## config.mk

```make
export PLATFORM = sky130hd
export DESIGN_NAME = wwdsup_top
export DESIGN_NICKNAME = d
export VERILOG_FILES = /design/src/common/wwdsup_pkg.sv /design/src/rtl/wwdsup_timer.sv /design/src/rtl/wwdsup_top.sv
export SDC_FILE = /design/constraint.sdc
export NUM_CORES = 1
export LEC_CHECK = 0
export ABC_CLOCK_PERIOD_IN_PS = 11800
export BUFFER_PORTS_ARGS = -buffer_cell sky130_fd_sc_hd__buf_2
export CAP_MARGIN = 20
export CORE_MARGIN = 2
export CORE_UTILIZATION = 67
export CTS_BUF_LIST = sky130_fd_sc_hd__clkbuf_16
export CTS_CLUSTER_SIZE = 25
export DETAILED_ROUTE_END_ITERATION = 12
export GPL_TIMING_DRIVEN = 0
export PLACE_DENSITY = 0.89
export REMOVE_ABC_BUFFERS = 1
export SKIP_LAST_GASP = 1
export SYNTH_ARGS = -nofsm -noshare
export SYNTH_HDL_FRONTEND = slang
export SYNTH_SLANG_ARGS = --single-unit
```

## constraint.sdc

```tcl
create_clock -name sys_clk -period 11.8 [get_ports sys_clk]
set_clock_uncertainty 0.05 [all_clocks]
set_input_delay 1.18 -clock sys_clk [delete_from_list [all_inputs] [get_ports sys_clk]]
set_output_delay 1.18 -clock sys_clk [all_outputs]
set_load 0.01 [all_outputs]
```

## src/common/wwdsup_pkg.sv

```systemverilog
// constants, encodings and state types of the window watchdog supervisor
package wwdsup_pkg;

	// counter width shared by both timers
	localparam int CNT_W = 32;

	// system clock period
	localparam int unsigned CLK_PERIOD_NS = 40;

	// nominal times in ns; preset values are plain defaults
	localparam int unsigned T_RESET_DELAY_NS = 10_000_000;
	localparam int unsigned T_PULLUP_LOWER_NS = 1_000_000;
	localparam int unsigned T_PULLUP_UPPER_NS = 10_000_000;
	localparam int unsigned T_OPEN_LOWER_NS = 2_000_000;
	localparam int unsigned T_OPEN_UPPER_NS = 20_000_000;

	// least times round up, longest times round down
	localparam logic [31:0] RST_DELAY_CYC =
		32'((T_RESET_DELAY_NS + CLK_PERIOD_NS - 1) / CLK_PERIOD_NS);
	localparam logic [31:0] PULLUP_LOWER_CYC =
		32'((T_PULLUP_LOWER_NS + CLK_PERIOD_NS - 1) / CLK_PERIOD_NS);
	localparam logic [31:0] PULLUP_UPPER_CYC =
		32'(T_PULLUP_UPPER_NS / CLK_PERIOD_NS);
	localparam logic [31:0] OPEN_LOWER_CYC =
		32'((T_OPEN_LOWER_NS + CLK_PERIOD_NS - 1) / CLK_PERIOD_NS);
	localparam logic [31:0] OPEN_UPPER_CYC =
		32'(T_OPEN_UPPER_NS / CLK_PERIOD_NS);

	// timeout-config pin encoding; 2'h3 is treated as open
	localparam logic [1:0] CFG_CAP = 2'h0;
	localparam logic [1:0] CFG_PULLUP = 2'h1;
	localparam logic [1:0] CFG_OPEN = 2'h2;

	// reset supervisor states, gray along hold, delay, run
	typedef enum logic [1:0] {
		SUP_HOLD = 2'h0,
		SUP_DELAY = 2'h1,
		SUP_RUN = 2'h3
	} wwdsup_sup_t;

	// watchdog states, gray along idle, closed, open, fault
	typedef enum logic [1:0] {
		WD_IDLE = 2'h0,
		WD_CLOSED = 2'h1,
		WD_OPEN = 2'h3,
		WD_FAULT = 2'h2
	} wwdsup_wd_t;

endpackage : wwdsup_pkg

```

## src/rtl/wwdsup_timer.sv

```systemverilog
// down-counting timer, loadable, stops at zero
`timescale 1ns/1ps

module wwdsup_timer (
	input wire logic sys_clk,
	input wire logic sys_rst,
	input wire logic load,
	input wire logic [wwdsup_pkg::CNT_W-1:0] load_val,
	output logic [wwdsup_pkg::CNT_W-1:0] count
);

	typedef struct packed {
		logic [wwdsup_pkg::CNT_W-1:0] cnt;
	} wwdsup_tmr_st_t;

	wwdsup_tmr_st_t st_r;
	wwdsup_tmr_st_t st_nxt;

	// unit step at the counter's own width
	localparam logic [wwdsup_pkg::CNT_W-1:0] STEP = 1;

	// load wins, otherwise count down to zero and hold
	always_comb begin
		st_nxt = st_r;
		if (load) begin
			st_nxt.cnt = load_val;
		end else if (st_r.cnt != '0) begin
			st_nxt.cnt = st_r.cnt - STEP;
		end
	end

	// state register
	always_ff @(posedge sys_clk) begin
		if (sys_rst) begin
			st_r <= '0;
		end else begin
			st_r <= st_nxt;
		end
	end

	assign count = st_r.cnt;

endmodule : wwdsup_timer

```

## src/rtl/wwdsup_top.sv

```systemverilog
// reset supervisor with window watchdog
// Contract
// - manual reset low asserts system reset
// - reset held for delay after manual release
// - supply-good false asserts system reset
// - supply return starts delay, release at end
// - release needs supply good and delay done
// - strap low disables the watchdog
// - kick edge must fall inside window
// - kick ignored in reset, fault, disabled
// - timeout drives fault low for reset delay
// - fault only while reset released
// - config pin selects timeout source
`timescale 1ns/1ps

module wwdsup_top #(
	parameter logic [31:0] RST_CYC = wwdsup_pkg::RST_DELAY_CYC,
	parameter logic [31:0] PU_LOWER_CYC = wwdsup_pkg::PULLUP_LOWER_CYC,
	parameter logic [31:0] PU_UPPER_CYC = wwdsup_pkg::PULLUP_UPPER_CYC,
	parameter logic [31:0] OP_LOWER_CYC = wwdsup_pkg::OPEN_LOWER_CYC,
	parameter logic [31:0] OP_UPPER_CYC = wwdsup_pkg::OPEN_UPPER_CYC
) (
	input wire logic sys_clk,
	input wire logic sys_rst,
	input wire logic supply_good,
	input wire logic manual_reset_n,
	input wire logic watchdog_kick_in,
	input wire logic watchdog_enable_strap,
	input wire logic [1:0] timeout_config_pin,
	input wire logic [31:0] cap_lower_cycles,
	input wire logic [31:0] cap_upper_cycles,
	input wire logic reset_n_i,
	output logic reset_n_o,
	output logic reset_n_oe,
	input wire logic watchdog_fault_n_i,
	output logic watchdog_fault_n_o,
	output logic watchdog_fault_n_oe
);

	typedef struct packed {
		wwdsup_pkg::wwdsup_sup_t sup;
		wwdsup_pkg::wwdsup_wd_t wd;
		logic kick_prev;
		logic rst_o;
		logic rst_oe;
		logic flt_o;
		logic flt_oe;
	} wwdsup_st_t;

	wwdsup_st_t st_r;
	wwdsup_st_t st_nxt;

	logic hold;
	logic active;
	logic kick_fall;
	logic kick_ok;
	logic rst_load;
	logic wd_load;
	logic [31:0] rst_val;
	logic [31:0] wd_val;
	logic [31:0] rst_cnt;
	logic [31:0] wd_cnt;
	logic [31:0] lower_cyc;
	logic [31:0] upper_cyc;

	// load value for a timer that must expire after n cycles
	function automatic logic [31:0] wwdsup_dec1(input logic [31:0] n);
		return (n == '0) ? '0 : n - 32'h0000_0001;
	endfunction : wwdsup_dec1

	// lower window bound for the chosen source
	function automatic logic [31:0] wwdsup_lower(
		input logic [1:0] cfg,
		input logic [31:0] cap_lo
	);
		logic [31:0] v;
		v = OP_LOWER_CYC;
		unique case (cfg)
			wwdsup_pkg::CFG_CAP: v = cap_lo;
			wwdsup_pkg::CFG_PULLUP: v = PU_LOWER_CYC;
			wwdsup_pkg::CFG_OPEN: v = OP_LOWER_CYC;
			default: v = OP_LOWER_CYC;
		endcase
		return v;
	endfunction : wwdsup_lower

	// upper window bound for the chosen source
	function automatic logic [31:0] wwdsup_upper(
		input logic [1:0] cfg,
		input logic [31:0] cap_up
	);
		logic [31:0] v;
		v = OP_UPPER_CYC;
		unique case (cfg)
			wwdsup_pkg::CFG_CAP: v = cap_up;
			wwdsup_pkg::CFG_PULLUP: v = PU_UPPER_CYC;
			wwdsup_pkg::CFG_OPEN: v = OP_UPPER_CYC;
			default: v = OP_UPPER_CYC;
		endcase
		return v;
	endfunction : wwdsup_upper

	// bounds from the timeout-config pin
	assign lower_cyc = wwdsup_lower(timeout_config_pin,
		cap_lower_cycles);
	assign upper_cyc = wwdsup_upper(timeout_config_pin,
		cap_upper_cycles);

	// reset delay timer
	wwdsup_timer u_rst_tmr (
		.sys_clk(sys_clk),
		.sys_rst(sys_rst),
		.load(rst_load),
		.load_val(rst_val),
		.count(rst_cnt)
	);

	// watchdog window and fault-width timer
	wwdsup_timer u_wd_tmr (
		.sys_clk(sys_clk),
		.sys_rst(sys_rst),
		.load(wd_load),
		.load_val(wd_val),
		.count(wd_cnt)
	);

	// next-state logic of supervisor and watchdog
	always_comb begin
		st_nxt = st_r;
		st_nxt.kick_prev = watchdog_kick_in;
		rst_load = 1'b0;
		rst_val = '0;
		wd_load = 1'b0;
		wd_val = '0;
		hold = !manual_reset_n || !supply_good;
		unique case (st_r.sup)
			wwdsup_pkg::SUP_HOLD: begin
				if (!hold) begin
					st_nxt.sup = wwdsup_pkg::SUP_DELAY;
					rst_load = 1'b1;
					rst_val = wwdsup_dec1(RST_CYC);
				end
			end
			wwdsup_pkg::SUP_DELAY: begin
				if (hold) begin
					st_nxt.sup = wwdsup_pkg::SUP_HOLD;
				end else if (rst_cnt == '0) begin
					st_nxt.sup = wwdsup_pkg::SUP_RUN;
				end
			end
			wwdsup_pkg::SUP_RUN: begin
				if (hold) begin
					st_nxt.sup = wwdsup_pkg::SUP_HOLD;
				end
			end
			default: st_nxt.sup = wwdsup_pkg::SUP_HOLD;
		endcase
		active = watchdog_enable_strap &&
			st_nxt.sup == wwdsup_pkg::SUP_RUN;
		// pin levels too, so a wired low also masks the kick
		kick_fall = st_r.kick_prev && !watchdog_kick_in;
		kick_ok = kick_fall && active && reset_n_i && watchdog_fault_n_i &&
			!st_r.rst_oe && !st_r.flt_oe;
		if (!active) begin
			st_nxt.wd = wwdsup_pkg::WD_IDLE;
		end else begin
			unique case (st_r.wd)
				wwdsup_pkg::WD_IDLE: begin
					st_nxt.wd = wwdsup_pkg::WD_CLOSED;
					wd_load = 1'b1;
					wd_val = wwdsup_dec1(lower_cyc);
				end
				wwdsup_pkg::WD_CLOSED: begin
					if (kick_ok) begin
						st_nxt.wd = wwdsup_pkg::WD_FAULT;
						wd_load = 1'b1;
						wd_val = wwdsup_dec1(RST_CYC);
					end else if (wd_cnt == '0) begin
						st_nxt.wd = wwdsup_pkg::WD_OPEN;
						wd_load = 1'b1;
						wd_val = wwdsup_dec1((upper_cyc > lower_cyc) ?
							upper_cyc - lower_cyc : 32'h0000_0001);
					end
				end
				wwdsup_pkg::WD_OPEN: begin
					if (kick_ok) begin
						st_nxt.wd = wwdsup_pkg::WD_CLOSED;
						wd_load = 1'b1;
						wd_val = wwdsup_dec1(lower_cyc);
					end else if (wd_cnt == '0) begin
						st_nxt.wd = wwdsup_pkg::WD_FAULT;
						wd_load = 1'b1;
						wd_val = wwdsup_dec1(RST_CYC);
					end
				end
				wwdsup_pkg::WD_FAULT: begin
					if (wd_cnt == '0) begin
						st_nxt.wd = wwdsup_pkg::WD_CLOSED;
						wd_load = 1'b1;
						wd_val = wwdsup_dec1(lower_cyc);
					end
				end
			endcase
		end
		// open-drain drives: data low, enable pulls the pin
		st_nxt.rst_o = 1'b0;
		st_nxt.flt_o = 1'b0;
		st_nxt.rst_oe = st_nxt.sup != wwdsup_pkg::SUP_RUN;
		st_nxt.flt_oe = st_nxt.wd == wwdsup_pkg::WD_FAULT;
	end

	// state register; reset asserts system reset
	always_ff @(posedge sys_clk) begin
		if (sys_rst) begin
			st_r.sup <= wwdsup_pkg::SUP_HOLD;
			st_r.wd <= wwdsup_pkg::WD_IDLE;
			st_r.kick_prev <= 1'b1;
			st_r.rst_o <= 1'b0;
			st_r.rst_oe <= 1'b1;
			st_r.flt_o <= 1'b0;
			st_r.flt_oe <= 1'b0;
		end else begin
			st_r <= st_nxt;
		end
	end

	// outputs straight from the state register
	assign reset_n_o = st_r.rst_o;
	assign reset_n_oe = st_r.rst_oe;
	assign watchdog_fault_n_o = st_r.flt_o;
	assign watchdog_fault_n_oe = st_r.flt_oe;

	// helper counters read only by assertions
	logic [31:0] clean_len_r;
	logic [31:0] fault_len_r;

	always_ff @(posedge sys_clk) begin
		if (sys_rst) begin
			clean_len_r <= '0;
			fault_len_r <= '0;
		end else begin
			if (hold) begin
				clean_len_r <= '0;
			end else if (clean_len_r != 32'hFFFF_FFFF) begin
				clean_len_r <= clean_len_r + 32'h0000_0001;
			end
			fault_len_r <= st_r.flt_oe ? fault_len_r + 32'h0000_0001 : '0;
		end
	end

	// manual reset low pulls reset next cycle
	a_manual_reset_low: assert property (@(posedge sys_clk)
		disable iff (sys_rst) !manual_reset_n |=> reset_n_oe)
		else $error("manual reset low did not assert reset");

	// supply loss pulls reset next cycle
	a_supply_loss_reset: assert property (@(posedge sys_clk)
		disable iff (sys_rst) !supply_good |=> reset_n_oe)
		else $error("supply loss did not assert reset");

	// reset released only after a clean delay
	a_release_after_delay: assert property (@(posedge sys_clk)
		disable iff (sys_rst) $fell(reset_n_oe) |-> clean_len_r >= RST_CYC)
		else $error("reset released before the delay ran out");

	// release needs both supply and manual input good
	a_release_needs_both: assert property (@(posedge sys_clk)
		disable iff (sys_rst)
		$fell(reset_n_oe) |-> $past(supply_good) && $past(manual_reset_n))
		else $error("reset released while a hold cause stood");

	// delay restarts when supply returns
	a_delay_starts: assert property (@(posedge sys_clk)
		disable iff (sys_rst)
		st_r.sup == wwdsup_pkg::SUP_HOLD && !hold |=>
		st_r.sup == wwdsup_pkg::SUP_DELAY && rst_cnt == wwdsup_dec1(RST_CYC))
		else $error("reset delay did not start");

	// disabled watchdog never faults
	a_strap_disables: assert property (@(posedge sys_clk)
		disable iff (sys_rst) !watchdog_enable_strap |=> !watchdog_fault_n_oe)
		else $error("fault driven while watchdog disabled");

	// fault never together with reset
	a_fault_needs_run: assert property (@(posedge sys_clk)
		disable iff (sys_rst) watchdog_fault_n_oe |-> !reset_n_oe)
		else $error("fault driven while reset asserted");

	// early kick faults next cycle
	a_early_kick_fault: assert property (@(posedge sys_clk)
		disable iff (sys_rst)
		st_r.wd == wwdsup_pkg::WD_CLOSED && kick_ok && active |=>
		watchdog_fault_n_oe)
		else $error("early kick did not raise a fault");

	// missed window faults next cycle
	a_late_kick_fault: assert property (@(posedge sys_clk)
		disable iff (sys_rst)
		st_r.wd == wwdsup_pkg::WD_OPEN && wd_cnt == '0 && !kick_ok &&
		active |=> watchdog_fault_n_oe)
		else $error("missed window did not raise a fault");

	// kick in window restarts the closed phase
	a_window_restart: assert property (@(posedge sys_clk)
		disable iff (sys_rst)
		st_r.wd == wwdsup_pkg::WD_OPEN && kick_ok && active |=>
		st_r.wd == wwdsup_pkg::WD_CLOSED && wd_cnt == wwdsup_dec1(lower_cyc))
		else $error("window did not restart after kick");

	// kick while fault pin low is ignored
	a_kick_masked: assert property (@(posedge sys_clk)
		disable iff (sys_rst)
		!watchdog_fault_n_i && !st_r.flt_oe &&
		st_r.wd == wwdsup_pkg::WD_CLOSED && wd_cnt != '0 |=>
		!watchdog_fault_n_oe)
		else $error("kick taken while fault pin low");

	// an undisturbed fault lasts the reset delay
	a_fault_width: assert property (@(posedge sys_clk)
		disable iff (sys_rst)
		$fell(watchdog_fault_n_oe) && $past(watchdog_enable_strap) &&
		!reset_n_oe |-> fault_len_r == RST_CYC)
		else $error("fault width differs from reset delay");

endmodule : wwdsup_top

```

; ---- Word level (Yosys, flattened, before mapping)
; Cells that the tools add are included.
[classes]
add_sub_neg = 5
multipliers = 0
n_div = 0
order_cmp = 1
n_eq_ne = 9
n_shift = 0
n_mux = 36
bitwise_logic = 0
n_reduce_logical = 25
[op_table]
columns = operator, count
row1 = $mux 32, 12
row2 = $logic_not 32->1, 4
row3 = $pmux 32 s2, 2
row4 = $pmux 32 s4, 1
row5 = $sub 32x1->32 const B, 4
row6 = $reduce_bool 32->1, 2
row7 = $mux 18, 3
row8 = $gt 32x32->1, 1
row9 = $sub 32x32->32, 1
row10 = $mux 2, 10
row11 = $eq 2x2->1 const B, 5
row12 = $pmux 2 s4, 1
row13 = $logic_and 1x1->1, 7
row14 = $eq 2x1->1 const B, 3
row15 = $logic_not 2->1, 3
row16 = $pmux 2 s3, 1
row17 = $logic_not 1->1, 5
row18 = $mux 1, 5
row19 = $reduce_bool 2->1, 2
row20 = $pmux 1 s3, 1
row21 = $ne 2x2->1 const B, 1
row22 = $reduce_or 2->1, 1
row23 = $logic_or 1x1->1, 1
[word_totals]
reg_bits = 73
latchBits = 0
mem_bits_rw = 0
romBits = 0
inputBits = 74
out_inout_bits = 4
elab_cells = 85
mem_count = 0

; ---- Longest topological paths before layout
; Gate-level depths: netlist (run 1).
[depth]
depth_word = 15
ltp_mapped = 24
ltp_nobuf = 19

; ---- By module
; Synthesis (run 1) repeated with hierarchy kept, for this count alone.
[hier_totals]
cells_unflattened = 1282
area_unflattened_um2 = 8926.1
[by_module_without_submodules]
columns = mod, n_inst, cells_each, area_per_inst_um2, seq_area_each_um2
row1 = wwdsup_top, 1, 808, 5267.6, 140.1
row2 = wwdsup_timer, 2, 237, 1829.3, 640.6

; ---- Least setup slack after synthesis (run 1)
; No wires, ideal clock.
[synth_path]
path_type = input to register
from = in timeout_config_pin[0]
to = reg u_wd_tmr.st_r, in the netlist u_wd_tmr.count[4]
setup_time_ns = 0.095
arrival_time_ns = 6.174
required_time_ns = 11.655
path_slack_ns = 5.481
path_stages = 23
n_path_buf = 7
path_cell_list = clkbuf_1 -> nor2_1 -> clkbuf_1 -> clkbuf_1 -> clkbuf_1 -> nand2_1 -> ha_1 -> fa_1 -> nor2b_1 -> o2111ai_1 -> a2111oi_0 -> a211o_1 -> a31oi_1 -> a31oi_1 -> clkbuf_1 -> and2_1 -> ha_1 -> clkbuf_1 -> clkbuf_1 -> o21ai_0 -> o21ai_0 -> nand2_1 -> a221oi_1
[synth_via]
elab_chain_len = 11
word_cells_on_any_way = 20
classes_between = add/sub (3) / order compare (1) / eq/ne (1) / mux (12) / reduce/logical (3)
[synth_rtl]
columns = element, line
row1 = from (decl), wwdsup_top.sv:29  ; input wire logic [1:0] timeout_config_pin,
row2 = $eq 2x1->1 or $logic_not 2->1 (tied branches), "wwdsup_top.sv:78, wwdsup_top.sv:94"
row3 = "$pmux 32 s2, on equally long branches", "wwdsup_top.sv:94, wwdsup_top.sv:78"
row4 = $sub 32x32->32 or $gt 32x32->1 (tied branches), "wwdsup_top.sv:182, wwdsup_top.sv:181"
row5 = $mux 32, wwdsup_top.sv:181  ; wd_val = wwdsup_dec1((upper_cyc > lower_cyc) ?
row6 = $sub 32x1->32 or $logic_not 32->1 (tied branches), wwdsup_top.sv:68  ; return (n == '0) ? '0 : n - 32'h0000_0001;
row7 = $mux 32, wwdsup_top.sv:68
row8 = $mux 32, wwdsup_top.sv:178  ; end else if (wd_cnt == '0) begin
row9 = $mux 32, wwdsup_top.sv:174  ; if (kick_ok) begin
row10 = $pmux 32 s4 (*), wwdsup_top.sv:167  ; unique case (st_r.wd)
row11 = $mux 32 (*), wwdsup_top.sv:164  ; if (!active) begin
row12 = $mux 32 (*), wwdsup_timer.sv:25  ; if (load) begin
row13 = to (signal assigned), wwdsup_timer.sv:37  ; st_r <= st_nxt;
row14 = to (decl), wwdsup_timer.sv:16  ; wwdsup_tmr_st_t st_r;
; Mark *: on every way between the ends. The rest lies on a longest branch, timed or not.
; A chain may end at the register's enable or synchronous reset.

; ---- Final worst setup path (run 1)
[layout_path]
from = in timeout_config_pin[1]
to = reg u_wd_tmr.st_r, in the netlist u_wd_tmr.count[10]
; Same word-level chain as after synthesis.

==> run_results.csv, run 1 <==
group,metric,value,unit
critical_path,path_cells,"buf_2 -> nor2_4 -> nand2_1 -> ha_1 -> nand4_1 -> nor4_1 -> a221oi_1 -> o21ai_0 -> a31oi_1 -> a31oi_2 -> and2_1 -> ha_1 -> inv_1 -> a21o_2 -> o31ai_1 -> nand2_1 -> a211oi_1",
global_route,grt_max_degree,53,
timing,timing.fmax,0.142,GHz
critical_path,worstSetupPathType,"primary input to flop",
critical_path,critPathBufInv,2,
synthesis,ys_async_sr_fraction,0,
global_route,met1_usage,0.455,
route,post-route-drc-count,0,
clock_tree,clockBufferDepth,2,
timing,finalMaxSlewViolations,0,
clock_tree,cts_max_level,3,
synthesis,synth_edf_count,0,
route,drt_first_pass_iters,5,
route,drt_iter0_drc,858,
power_and_ir_drop,power.net_switching,0.598,mW
power_and_ir_drop,p_clk_frac,0.187,
global_route,grt_most_used_layer,"met2",
power_and_ir_drop,leakagePower,3.48,nW
placed_design,routabilityCongestion,1.01,
run_status,outcome,"finished clean",
timing,tightestPinTransition,0.981,ns
timing,slew_headroom,0.336,
global_route,antenna_found_initial,0,
power_and_ir_drop,intPower,0.766,mW
critical_path,cp.arrival,7.25,ns
min_path,hold_class,"flop to flop",
synthesis,synth_cell_types,94,
critical_path,required,12.00,ns
timing,finalSetupTns,0,ns
critical_path,start_kind,"primary input",
power_and_ir_drop,vdd_drop_max,0.0831,mV
run,cap_violations,0,
critical_path,cp_top_family,"simple AND/OR/NAND/NOR gates",
route,wl_per_cell,17.8,microns
synthesis,ys_warn_count,0,
global_route,grt_pass1_vias,8212,
placed_design,post-dp-hpwl,19.4,mm
synthesis,synth_ff_type,"dfxtp_1",
clock_tree,cts_made_buffers,9,
global_route,grt_pass1_wl,39.2,mm
timing,setup_viol,0,
finish,area_delta_synth_final,7.47,%
power_and_ir_drop,power_density,152,nW/um^2
floorplan,die_h,116,microns
finish,diodes,0,
clock_tree,cts_sinks,71,
global_route,track_usage,0.367,
clock_tree,cts_resized,0,
global_route,use_met2,0.616,
timing,hold_viol,0,
synthesis,yosysTopAreaCell,"dfxtp_1",
route,viasPerCell,6.56,
synthesis,netlist_instances,1192,
global_route,grt_use_met3,0.0418,
power_and_ir_drop,pwr-share-comb,0.544,
timing,period_share,0.598,
clock_tree,cts-root-buf,"clkbuf_16",
power_and_ir_drop,seqPwrFrac,0.269,
floorplan,row_count,40,
critical_path,ff2ff_path_depth,12,
synthesis,synthTopCellsByArea,"dfxtp_1 17%, xnor2_1 7.6%, nand2_1 6.2%, a21oi_1 5.8%, ha_1 5.7%",
finish,multi_input_area,6550,sq um
synthesis,synth-seq-cells,71,
global_route,gr-total-overflow,0,
clock_tree,cts_tree,"yes",
critical_path,slowest_stage,"nor2_4",
synthesis,yosysMostFrequentCell,"nand2_1",
critical_path,critPathMaxFanout,52,
route,ant_nets,0,
clock_tree,postCtsSetupBuffers,0,
min_path,hold_depth,2,
critical_path,r2r_end,"u_wd_tmr.count[21]",
placed_design,place_area,8680,sq um
synthesis,synth.avg_cell_area,7.00,sq um
route,num_vias,9116,
floorplan,core,12100,sq um
synthesis,synth_top_area_frac,0.170,
finish,seqCellArea,1420,sq um
placed_design,place.port_buffers,75,
floorplan,dieWidth,116,microns
critical_path,ff2ff_setup_slack,7.23,ns
floorplan,start_util,0.692,
floorplan,pin_count,78,
clock_tree,clock_latency,0.33,ns
floorplan,die_area,13400,sq um
route,wl,24.7,mm
critical_path,timing.rr.start,"u_rst_tmr.count[2]",
critical_path,slowest_delay,0.80,ns
finish,nFillCells,987,
timing,fin_crit,7.05,ns
finish,nets,1329,
synthesis,yosysSeqAreaShare,0.170,
clock_tree,clkTransAtPathRegs,0.05,ns
finish,final_cell_area,8970,sq um
clock_tree,ctsHoldBuffers,0,
critical_path,crit_path_end_kind,"flop",
synthesis,yosys-top-cells-count,"137 x nand2_1, 126 x nor2_1, 97 x a21oi_1",
power_and_ir_drop,p_sw_frac,0.439,
min_path,holdPathEnd,"u_rst_tmr.count[23]",
timing,rsz0062_at_grt,"no",
synthesis,synth_area,8340,sq um
min_path,hp-start,"u_rst_tmr.count[23]",
finish,final_layout_size_suffix_gt1_frac,0.111,
-- layout make-up --
cell class / count / share of cell area
repair buffers: 81 / 0.0474
inverters: 22 / 0.00921
clock inverters: 7 / 0.00614
clock buffers: 9 / 0.0251
multi-input cells: 1031 / 0.730
well taps: 168 / 0.0234
flip-flops and latches: 71 / 0.159
-- power groups by stage --
stage	registers, mW	logic (mW)	clock network (mW)
floorplan	0.356	0.560	0
global placement	0.365	0.697	0
detailed placement	0.368	0.721	0
CTS	0.365	0.729	0.257
global route	0.374	0.822	0.267
finish	0.366	0.742	0.256
-- tightest hold or removal path, delay by kind of cell, from the launching register on --
family         cells  cell delay (ns)
flip-flops         1             0.32
AO/OA/AOI/OAI      2             0.13
-- kinds of logic after synthesis --
logic type                 count (synthesis)  synth area share
other                                      1          0.000449
buffers and inverters                     91            0.0478
DFF                                       71             0.170
muxes                                     13            0.0162
AOI/OAI and AO/OA                        319             0.252
xor gates and xnor gates                 122             0.128
adders and majority gates                 39            0.0594
and+or+nand+nor                          536             0.326
-- registers in the layout (all words and copies together), names as in the netlist --
name / count
u_rst_tmr.count: 32
reset_n_oe: 1
watchdog_fault_n_oe: 1
st_r: 5
u_wd_tmr.count: 32
-- routing by layer --
metal | routed length [microns] | share of wire | vias to the layer above
met2 | 11300 | 0.46 | 450
met1 | 9950 | 0.40 | 4165
met4 | 1370 | 0.055 | 0
met5 | 0 | 0 | -
met3 | 2070 | 0.084 | 88
li1 | - | - | 4413
-- cells in the final DEF (no fill, tap or decap), drive strengths merged, types with 13 or more instances in the layout --
cell type / count
nand2: 137
nor2: 128
a21oi: 98
buf: 80
o21ai: 74
xnor2: 72
dfxtp: 71
nor3: 51
xor2: 50
ha: 38
nor4: 32
nand3: 31
and2: 25
or3: 25
inv: 22
nand4: 22
a21o: 21
a31oi: 21
or4: 18
nand2b: 14
nor2b: 13
a211oi: 13
-- through the flow --
step / power (mW) / cells / setup WS (ns) / util / hold WS (ns)
6_report: 1.36 / 1389 / 4.75 / 0.743 / 0.450
2_1_floorplan: 0.916 / 1124 / 4.40 / - / 0.408
5_1_grt: 1.46 / 1389 / 4.25 / 0.743 / 0.483
3_5_place_dp: 1.09 / 1372 / 4.55 / 0.720 / 0.447
3_3_place_gp: 1.06 / 1367 / 1.96 / 0.714 / 0.427
4_1_cts: 1.35 / 1388 / 4.89 / 0.743 / 0.454
-- worst max-delay path by stage --
stage	cells past startpoint	startpoint	slack (ns)	end
final	17	timeout_config_pin[1]	4.75	u_wd_tmr.count[10]
after global routing	18	timeout_config_pin[1]	4.25	u_wd_tmr.count[10]
after CTS	17	timeout_config_pin[1]	4.89	u_wd_tmr.count[10]
after detailed placement	17	timeout_config_pin[1]	4.55	u_wd_tmr.count[10]
after global placement	17	timeout_config_pin[1]	1.96	u_wd_tmr.count[10]
after floorplan	17	timeout_config_pin[0]	4.40	u_wd_tmr.count[10]
Power figures use the tool's default switching activity.
==> run 2: changes to the inputs <==
--- a/config.mk
+++ b/config.mk
@@ -5,16 +5,16 @@
 export SDC_FILE = /design/constraint.sdc
 export NUM_CORES = 1
 export LEC_CHECK = 0
-export ABC_CLOCK_PERIOD_IN_PS = 11800
+export ABC_CLOCK_PERIOD_IN_PS = 6700
 export BUFFER_PORTS_ARGS = -buffer_cell sky130_fd_sc_hd__buf_2
 export CAP_MARGIN = 20
 export CORE_MARGIN = 2
-export CORE_UTILIZATION = 67
+export CORE_UTILIZATION = 62
 export CTS_BUF_LIST = sky130_fd_sc_hd__clkbuf_16
 export CTS_CLUSTER_SIZE = 25
 export DETAILED_ROUTE_END_ITERATION = 12
 export GPL_TIMING_DRIVEN = 0
-export PLACE_DENSITY = 0.89
+export PLACE_DENSITY = 0.83
 export REMOVE_ABC_BUFFERS = 1
 export SKIP_LAST_GASP = 1
 export SYNTH_ARGS = -nofsm -noshare
==> constraint.sdc (replaced) <==
create_clock -name sys_clk -period 6.7 [get_ports sys_clk]
set_clock_uncertainty 0.05 [all_clocks]
set_input_delay 0.67 -clock sys_clk [delete_from_list [all_inputs] [get_ports sys_clk]]
set_output_delay 0.67 -clock sys_clk [all_outputs]
set_load 0.01 [all_outputs]
==> run_results.csv, run 2 (synthesis gave the netlist of run 1 again) <==
group,metric,value,unit
timing,fin_hold_ws,0.459,ns
power_and_ir_drop,power_density,269,nW/um^2
finish,layout_common_cells,"137 x nand2_1, 125 x nor2_1, 97 x a21oi_1",
floorplan,die_h,120,microns
global_route,track_usage,0.345,
critical_path,critPathBufInv,2,
route,drt_iter0_drc,799,
timing,timing.fmax,0.160,GHz
timing,hold_viol,0,
critical_path,start_kind,"primary input",
clock_tree,clock_latency,0.34,ns
global_route,gr-total-overflow,0,
floorplan,start_util,0.633,
critical_path,required,6.90,ns
timing,fin_ws,0.451,ns
timing,period_share,0.933,
timing,setup_viol,0,
clock_tree,clkTransAtPathRegs,0.05,ns
clock_tree,cts-root-buf,"clkbuf_16",
critical_path,worstSetupPathType,"primary input to flop",
floorplan,row_count,42,
finish,fin_util,0.681,
critical_path,path_cells,"buf_2 -> nor2_2 -> and2_1 -> ha_1 -> nand4_1 -> nor4_1 -> a221oi_1 -> o21ai_0 -> a31oi_1 -> a31oi_2 -> buf_6 -> nand2b_1 -> ha_1 -> nand2_1 -> nand4_1 -> a41oi_4 -> nand4b_1 -> a221oi_1",
global_route,grt_pass1_wl,40.3,mm
route,post-route-drc-count,0,
timing,rsz0062_at_grt,"no",
critical_path,slowest_stage,"nor2_2",
floorplan,pin_count,78,
route,num_vias,9106,
critical_path,cp.arrival,6.45,ns
critical_path,crit_path_end_kind,"flop",
power_and_ir_drop,vdd_drop_max,0.147,mV
finish,area_delta_synth_final,7.69,%
run_status,outcome,"finished clean",
finish,diodes,0,
min_path,hold_class,"flop to flop",
critical_path,critPathMaxFanout,28,
critical_path,slowest_delay,0.96,ns
clock_tree,cts_max_level,3,
finish,nets,1329,
floorplan,dieWidth,120,microns
finish,nFillCells,1200,
power_and_ir_drop,leakagePower,3.48,nW
timing,finalMaxSlewViolations,0,
floorplan,die_area,14400,sq um
route,wl_per_cell,18.0,microns
floorplan,core,13200,sq um
placed_design,post-dp-hpwl,19.6,mm
global_route,antenna_found_initial,0,
clock_tree,clockBufferDepth,2,
placed_design,routabilityCongestion,0.949,
global_route,grt_max_degree,53,
clock_tree,cts_tree,"yes",
run,cap_violations,0,
route,drt_first_pass_iters,5,
global_route,grt_pass1_vias,8408,
route,wl,25.2,mm
finish,final_common_cell,"nand2_1",
clock_tree,cts_sinks,71,
timing,slew_headroom,0.201,
placed_design,place.port_buffers,75,
placed_design,pre_cts_slack,-0.236,ns
finish,final_layout_size_suffix_gt1_frac,0.112,
timing,tightestPinTransition,1.19,ns
route,viasPerCell,6.52,
route,ant_nets,0,
clock_tree,ctsHoldBuffers,0,
timing,fin_crit,6.25,ns
clock_tree,cts_made_buffers,9,
critical_path,cp_top_family,"simple AND/OR/NAND/NOR gates",
run 2: through the flow:
step	instance area [sq um]	instances	TNS, ns	power (mW)
after floorplan	8030	1124	-0.913	1.61
after global placement	8630	1375	-67.30	1.88
after detailed placement	8700	1380	-0.935	1.92
after CTS	8980	1396	0	2.39
after global routing	8980	1397	0	2.59
final	8980	1397	0	2.42
run 2: layout make-up:
type	count	area (sq um)	area share
flip-flops and latches	71	1420	0.158
clock inverters	7	55.1	0.00613
inverters	22	82.6	0.00919
multi-input cells	1032	6560	0.730
repair buffers	80	425	0.0473
clock buffers	9	225	0.0251
well taps	176	220	0.0245
run 2: repair_timing:
item | in CTS | in global routing
buffers inserted | 0 | 0
resized for setup | 0 | 1
endpoints found under the setup margin | 0 | 15
run 2: routing by layer:
layer | track usage | up-vias | share of wire
met5 | 0 | - | 0
met4 | 0.196 | 0 | 0.056
met3 | 0.0333 | 97 | 0.078
met2 | 0.570 | 470 | 0.45
met1 | 0.439 | 4133 | 0.41
li1 | - | 4406 | -
run 2: power by group:
part	switching (mW)	internal, mW
clock	0.174	0.281
combinational	0.788	0.528
sequential	0.106	0.539
run 2: path summary, 6_finish.rpt:
path	start	to	cells after the start	slack [ns]
worst max-delay path	timeout_config_pin[1]	u_wd_tmr.count[6]	18	0.45
worst min-delay path	u_rst_tmr.count[23]	u_rst_tmr.count[23]	2	0.46
worst max register to register	u_rst_tmr.count[2]	u_wd_tmr.count[21]	12	2.19
worst min register to register	u_rst_tmr.count[23]	u_rst_tmr.count[23]	2	0.46
run 2: worst reg2reg max path, stage by stage (launching register included):
cell and delay [ns]:
dfxtp_1 0.35, or4_1 0.60, nor4b_1 0.75, and3_1 0.32
a21oi_1 0.21, nor2b_1 0.71, a31oi_1 0.21, nor2_1 0.58
buf_8 0.23, nand2_1 0.06, nand2_1 0.07, a31oi_1 0.04
a211oi_1 0.24
==> run 3: changes to the inputs <==
--- a/config.mk
+++ b/config.mk
@@ -5,16 +5,15 @@
 export SDC_FILE = /design/constraint.sdc
 export NUM_CORES = 1
 export LEC_CHECK = 0
-export ABC_CLOCK_PERIOD_IN_PS = 6700
+export ABC_CLOCK_PERIOD_IN_PS = 7200
 export BUFFER_PORTS_ARGS = -buffer_cell sky130_fd_sc_hd__buf_2
-export CAP_MARGIN = 20
 export CORE_MARGIN = 2
-export CORE_UTILIZATION = 62
+export CORE_UTILIZATION = 67
 export CTS_BUF_LIST = sky130_fd_sc_hd__clkbuf_16
 export CTS_CLUSTER_SIZE = 25
 export DETAILED_ROUTE_END_ITERATION = 12
 export GPL_TIMING_DRIVEN = 0
-export PLACE_DENSITY = 0.83
+export PLACE_DENSITY = 0.89
 export REMOVE_ABC_BUFFERS = 1
 export SKIP_LAST_GASP = 1
 export SYNTH_ARGS = -nofsm -noshare
==> constraint.sdc (replaced) <==
create_clock -name sys_clk -period 7.2 [get_ports sys_clk]
set_clock_uncertainty 0.05 [all_clocks]
set_input_delay 0.72 -clock sys_clk [delete_from_list [all_inputs] [get_ports sys_clk]]
set_output_delay 0.72 -clock sys_clk [all_outputs]
set_load 0.01 [all_outputs]
==> run_results.csv, run 3 (synthesis gave the netlist of run 1 again) <==
group,metric,value,unit
critical_path,required,7.39,ns
critical_path,slowest_delay,0.82,ns
timing,rsz0062_at_grt,"no",
critical_path,critPathMaxFanout,52,
finish,area_delta_synth_final,7.42,%
critical_path,crit_path_end_kind,"flop",
floorplan,start_util,0.692,
placed_design,place.port_buffers,75,
floorplan,die_h,116,microns
finish,nFillCells,993,
finish,nets,1327,
floorplan,dieWidth,116,microns
route,num_vias,9251,
route,drt_iter0_drc,975,
power_and_ir_drop,power_density,251,nW/um^2
critical_path,slowest_stage,"nor2_4",
clock_tree,clockBufferDepth,2,
finish,final_cell_area,8960,sq um
route,ant_nets,0,
timing,period_share,0.926,
clock_tree,postCtsSetupBuffers,0,
clock_tree,cts_max_level,3,
min_path,hold_class,"flop to flop",
power_and_ir_drop,leakagePower,3.47,nW
power_and_ir_drop,vdd_drop_max,0.129,mV
clock_tree,cts_tree,"yes",
route,drt_first_pass_iters,8,
timing,slew_headroom,0.173,
route,wl_per_cell,18.0,microns
global_route,grt_pass1_vias,8331,
clock_tree,cts-root-buf,"clkbuf_16",
finish,multi_input_area,6550,sq um
global_route,antenna_found_initial,0,
finish,diodes,0,
global_route,grt_max_degree,53,
route,viasPerCell,6.67,
run_status,outcome,"finished clean",
global_route,grt_pass1_wl,39.5,mm
floorplan,die_area,13400,sq um
clock_tree,cts_resized,0,
run,cap_violations,0,
critical_path,start_kind,"primary input",
placed_design,post-dp-hpwl,19.3,mm
global_route,gr-total-overflow,0,
critical_path,cp.arrival,6.86,ns
floorplan,core,12100,sq um
clock_tree,clkTransAtPathRegs,0.05,ns
placed_design,place_area,8670,sq um
global_route,track_usage,0.368,
route,wl,24.9,mm
clock_tree,cts_made_buffers,9,
timing,fin_crit,6.67,ns
power_and_ir_drop,design_power_total,2.25,mW
timing,hold_viol,0,
critical_path,path_cells,"buf_2 -> nor2_4 -> nand2_1 -> ha_1 -> nand4_1 -> nor4_1 -> a221oi_1 -> o21ai_0 -> a31oi_1 -> a31oi_2 -> and2_1 -> ha_1 -> inv_1 -> a21o_2 -> o31ai_1 -> nand2_1 -> a211oi_1",
floorplan,row_count,40,
timing,tightestPinTransition,1.24,ns
clock_tree,clock_latency,0.34,ns
clock_tree,cts_sinks,71,
finish,final_common_cell,"nand2_1",
finish,seqCellArea,1420,sq um
finish,final_layout_size_suffix_gt1_frac,0.111,
timing,finalMaxSlewViolations,0,
critical_path,worstSetupPathType,"primary input to flop",
placed_design,routabilityCongestion,1.01,
floorplan,pin_count,78,
clock_tree,ctsHoldBuffers,0,
timing,finalSetupTns,0,ns
route,post-route-drc-count,0,
timing,setup_viol,0,
timing,timing.fmax,0.150,GHz
finish,layout_common_cells,"137 x nand2_1, 125 x nor2_1, 97 x a21oi_1",
-- run 3: cell types whose count changed in the layout (fill, tap and decap cells not counted), sizes merged --
cell	before	now
buf	80	79
nor2	129	128
-- run 3: cell type report --
| type | count | share of cell area |
|---|---|---|
| inverters | 22 | 0.00921 |
| flip-flops and latches | 71 | 0.159 |
| repair buffers | 79 | 0.0465 |
| well taps | 168 | 0.0235 |
| clock inverters | 7 | 0.00614 |
| multi-input cells | 1031 | 0.731 |
| clock buffers | 9 | 0.0251 |
-- run 3: through the flow --
| stage | hold WS, ns | instances | setup WS, ns | utilization |
|---|---|---|---|---|
| after floorplan | 0.408 | 1124 | 0.260 | - |
| after global placement | 0.427 | 1367 | -2.18 | 0.714 |
| after detailed placement | 0.447 | 1370 | 0.382 | 0.718 |
| after CTS | 0.454 | 1386 | 0.706 | 0.742 |
| after global routing | 0.483 | 1387 | 0.122 | 0.743 |
| final | 0.451 | 1387 | 0.534 | 0.743 |
-- run 3: critical path: cells and delay by family --
family	cells	cell delay (ns)
AO/OA/AOI/OAI	7	1.81
adder cells (fa/ha/maj)	2	1.27
buffers and inverters	2	0.57
AND/OR/NAND/NOR	6	2.48
-- run 3: final timing paths --
kind / startpoint / to / slack [ns] / cells past startpoint
min reg2reg: u_rst_tmr.count[23] / u_rst_tmr.count[23] / 0.45 / 2
max: timeout_config_pin[1] / u_wd_tmr.count[10] / 0.53 / 17
min: u_rst_tmr.count[23] / u_rst_tmr.count[23] / 0.45 / 2
max reg2reg: u_rst_tmr.count[2] / u_wd_tmr.count[21] / 2.54 / 12
-- run 3: power by group --
part	switching [mW]	internal, mW
Sequential	0.102	0.502
Combinational	0.736	0.491
Clock	0.158	0.262
-- run 3: layer usage --
layer | GRT usage | up-vias | part of all wire
li1 | - | 4397 | -
met1 | 0.456 | 4192 | 0.40
met2 | 0.604 | 565 | 0.46
met3 | 0.0554 | 97 | 0.090
met4 | 0.222 | 0 | 0.052
met5 | 0 | - | 0
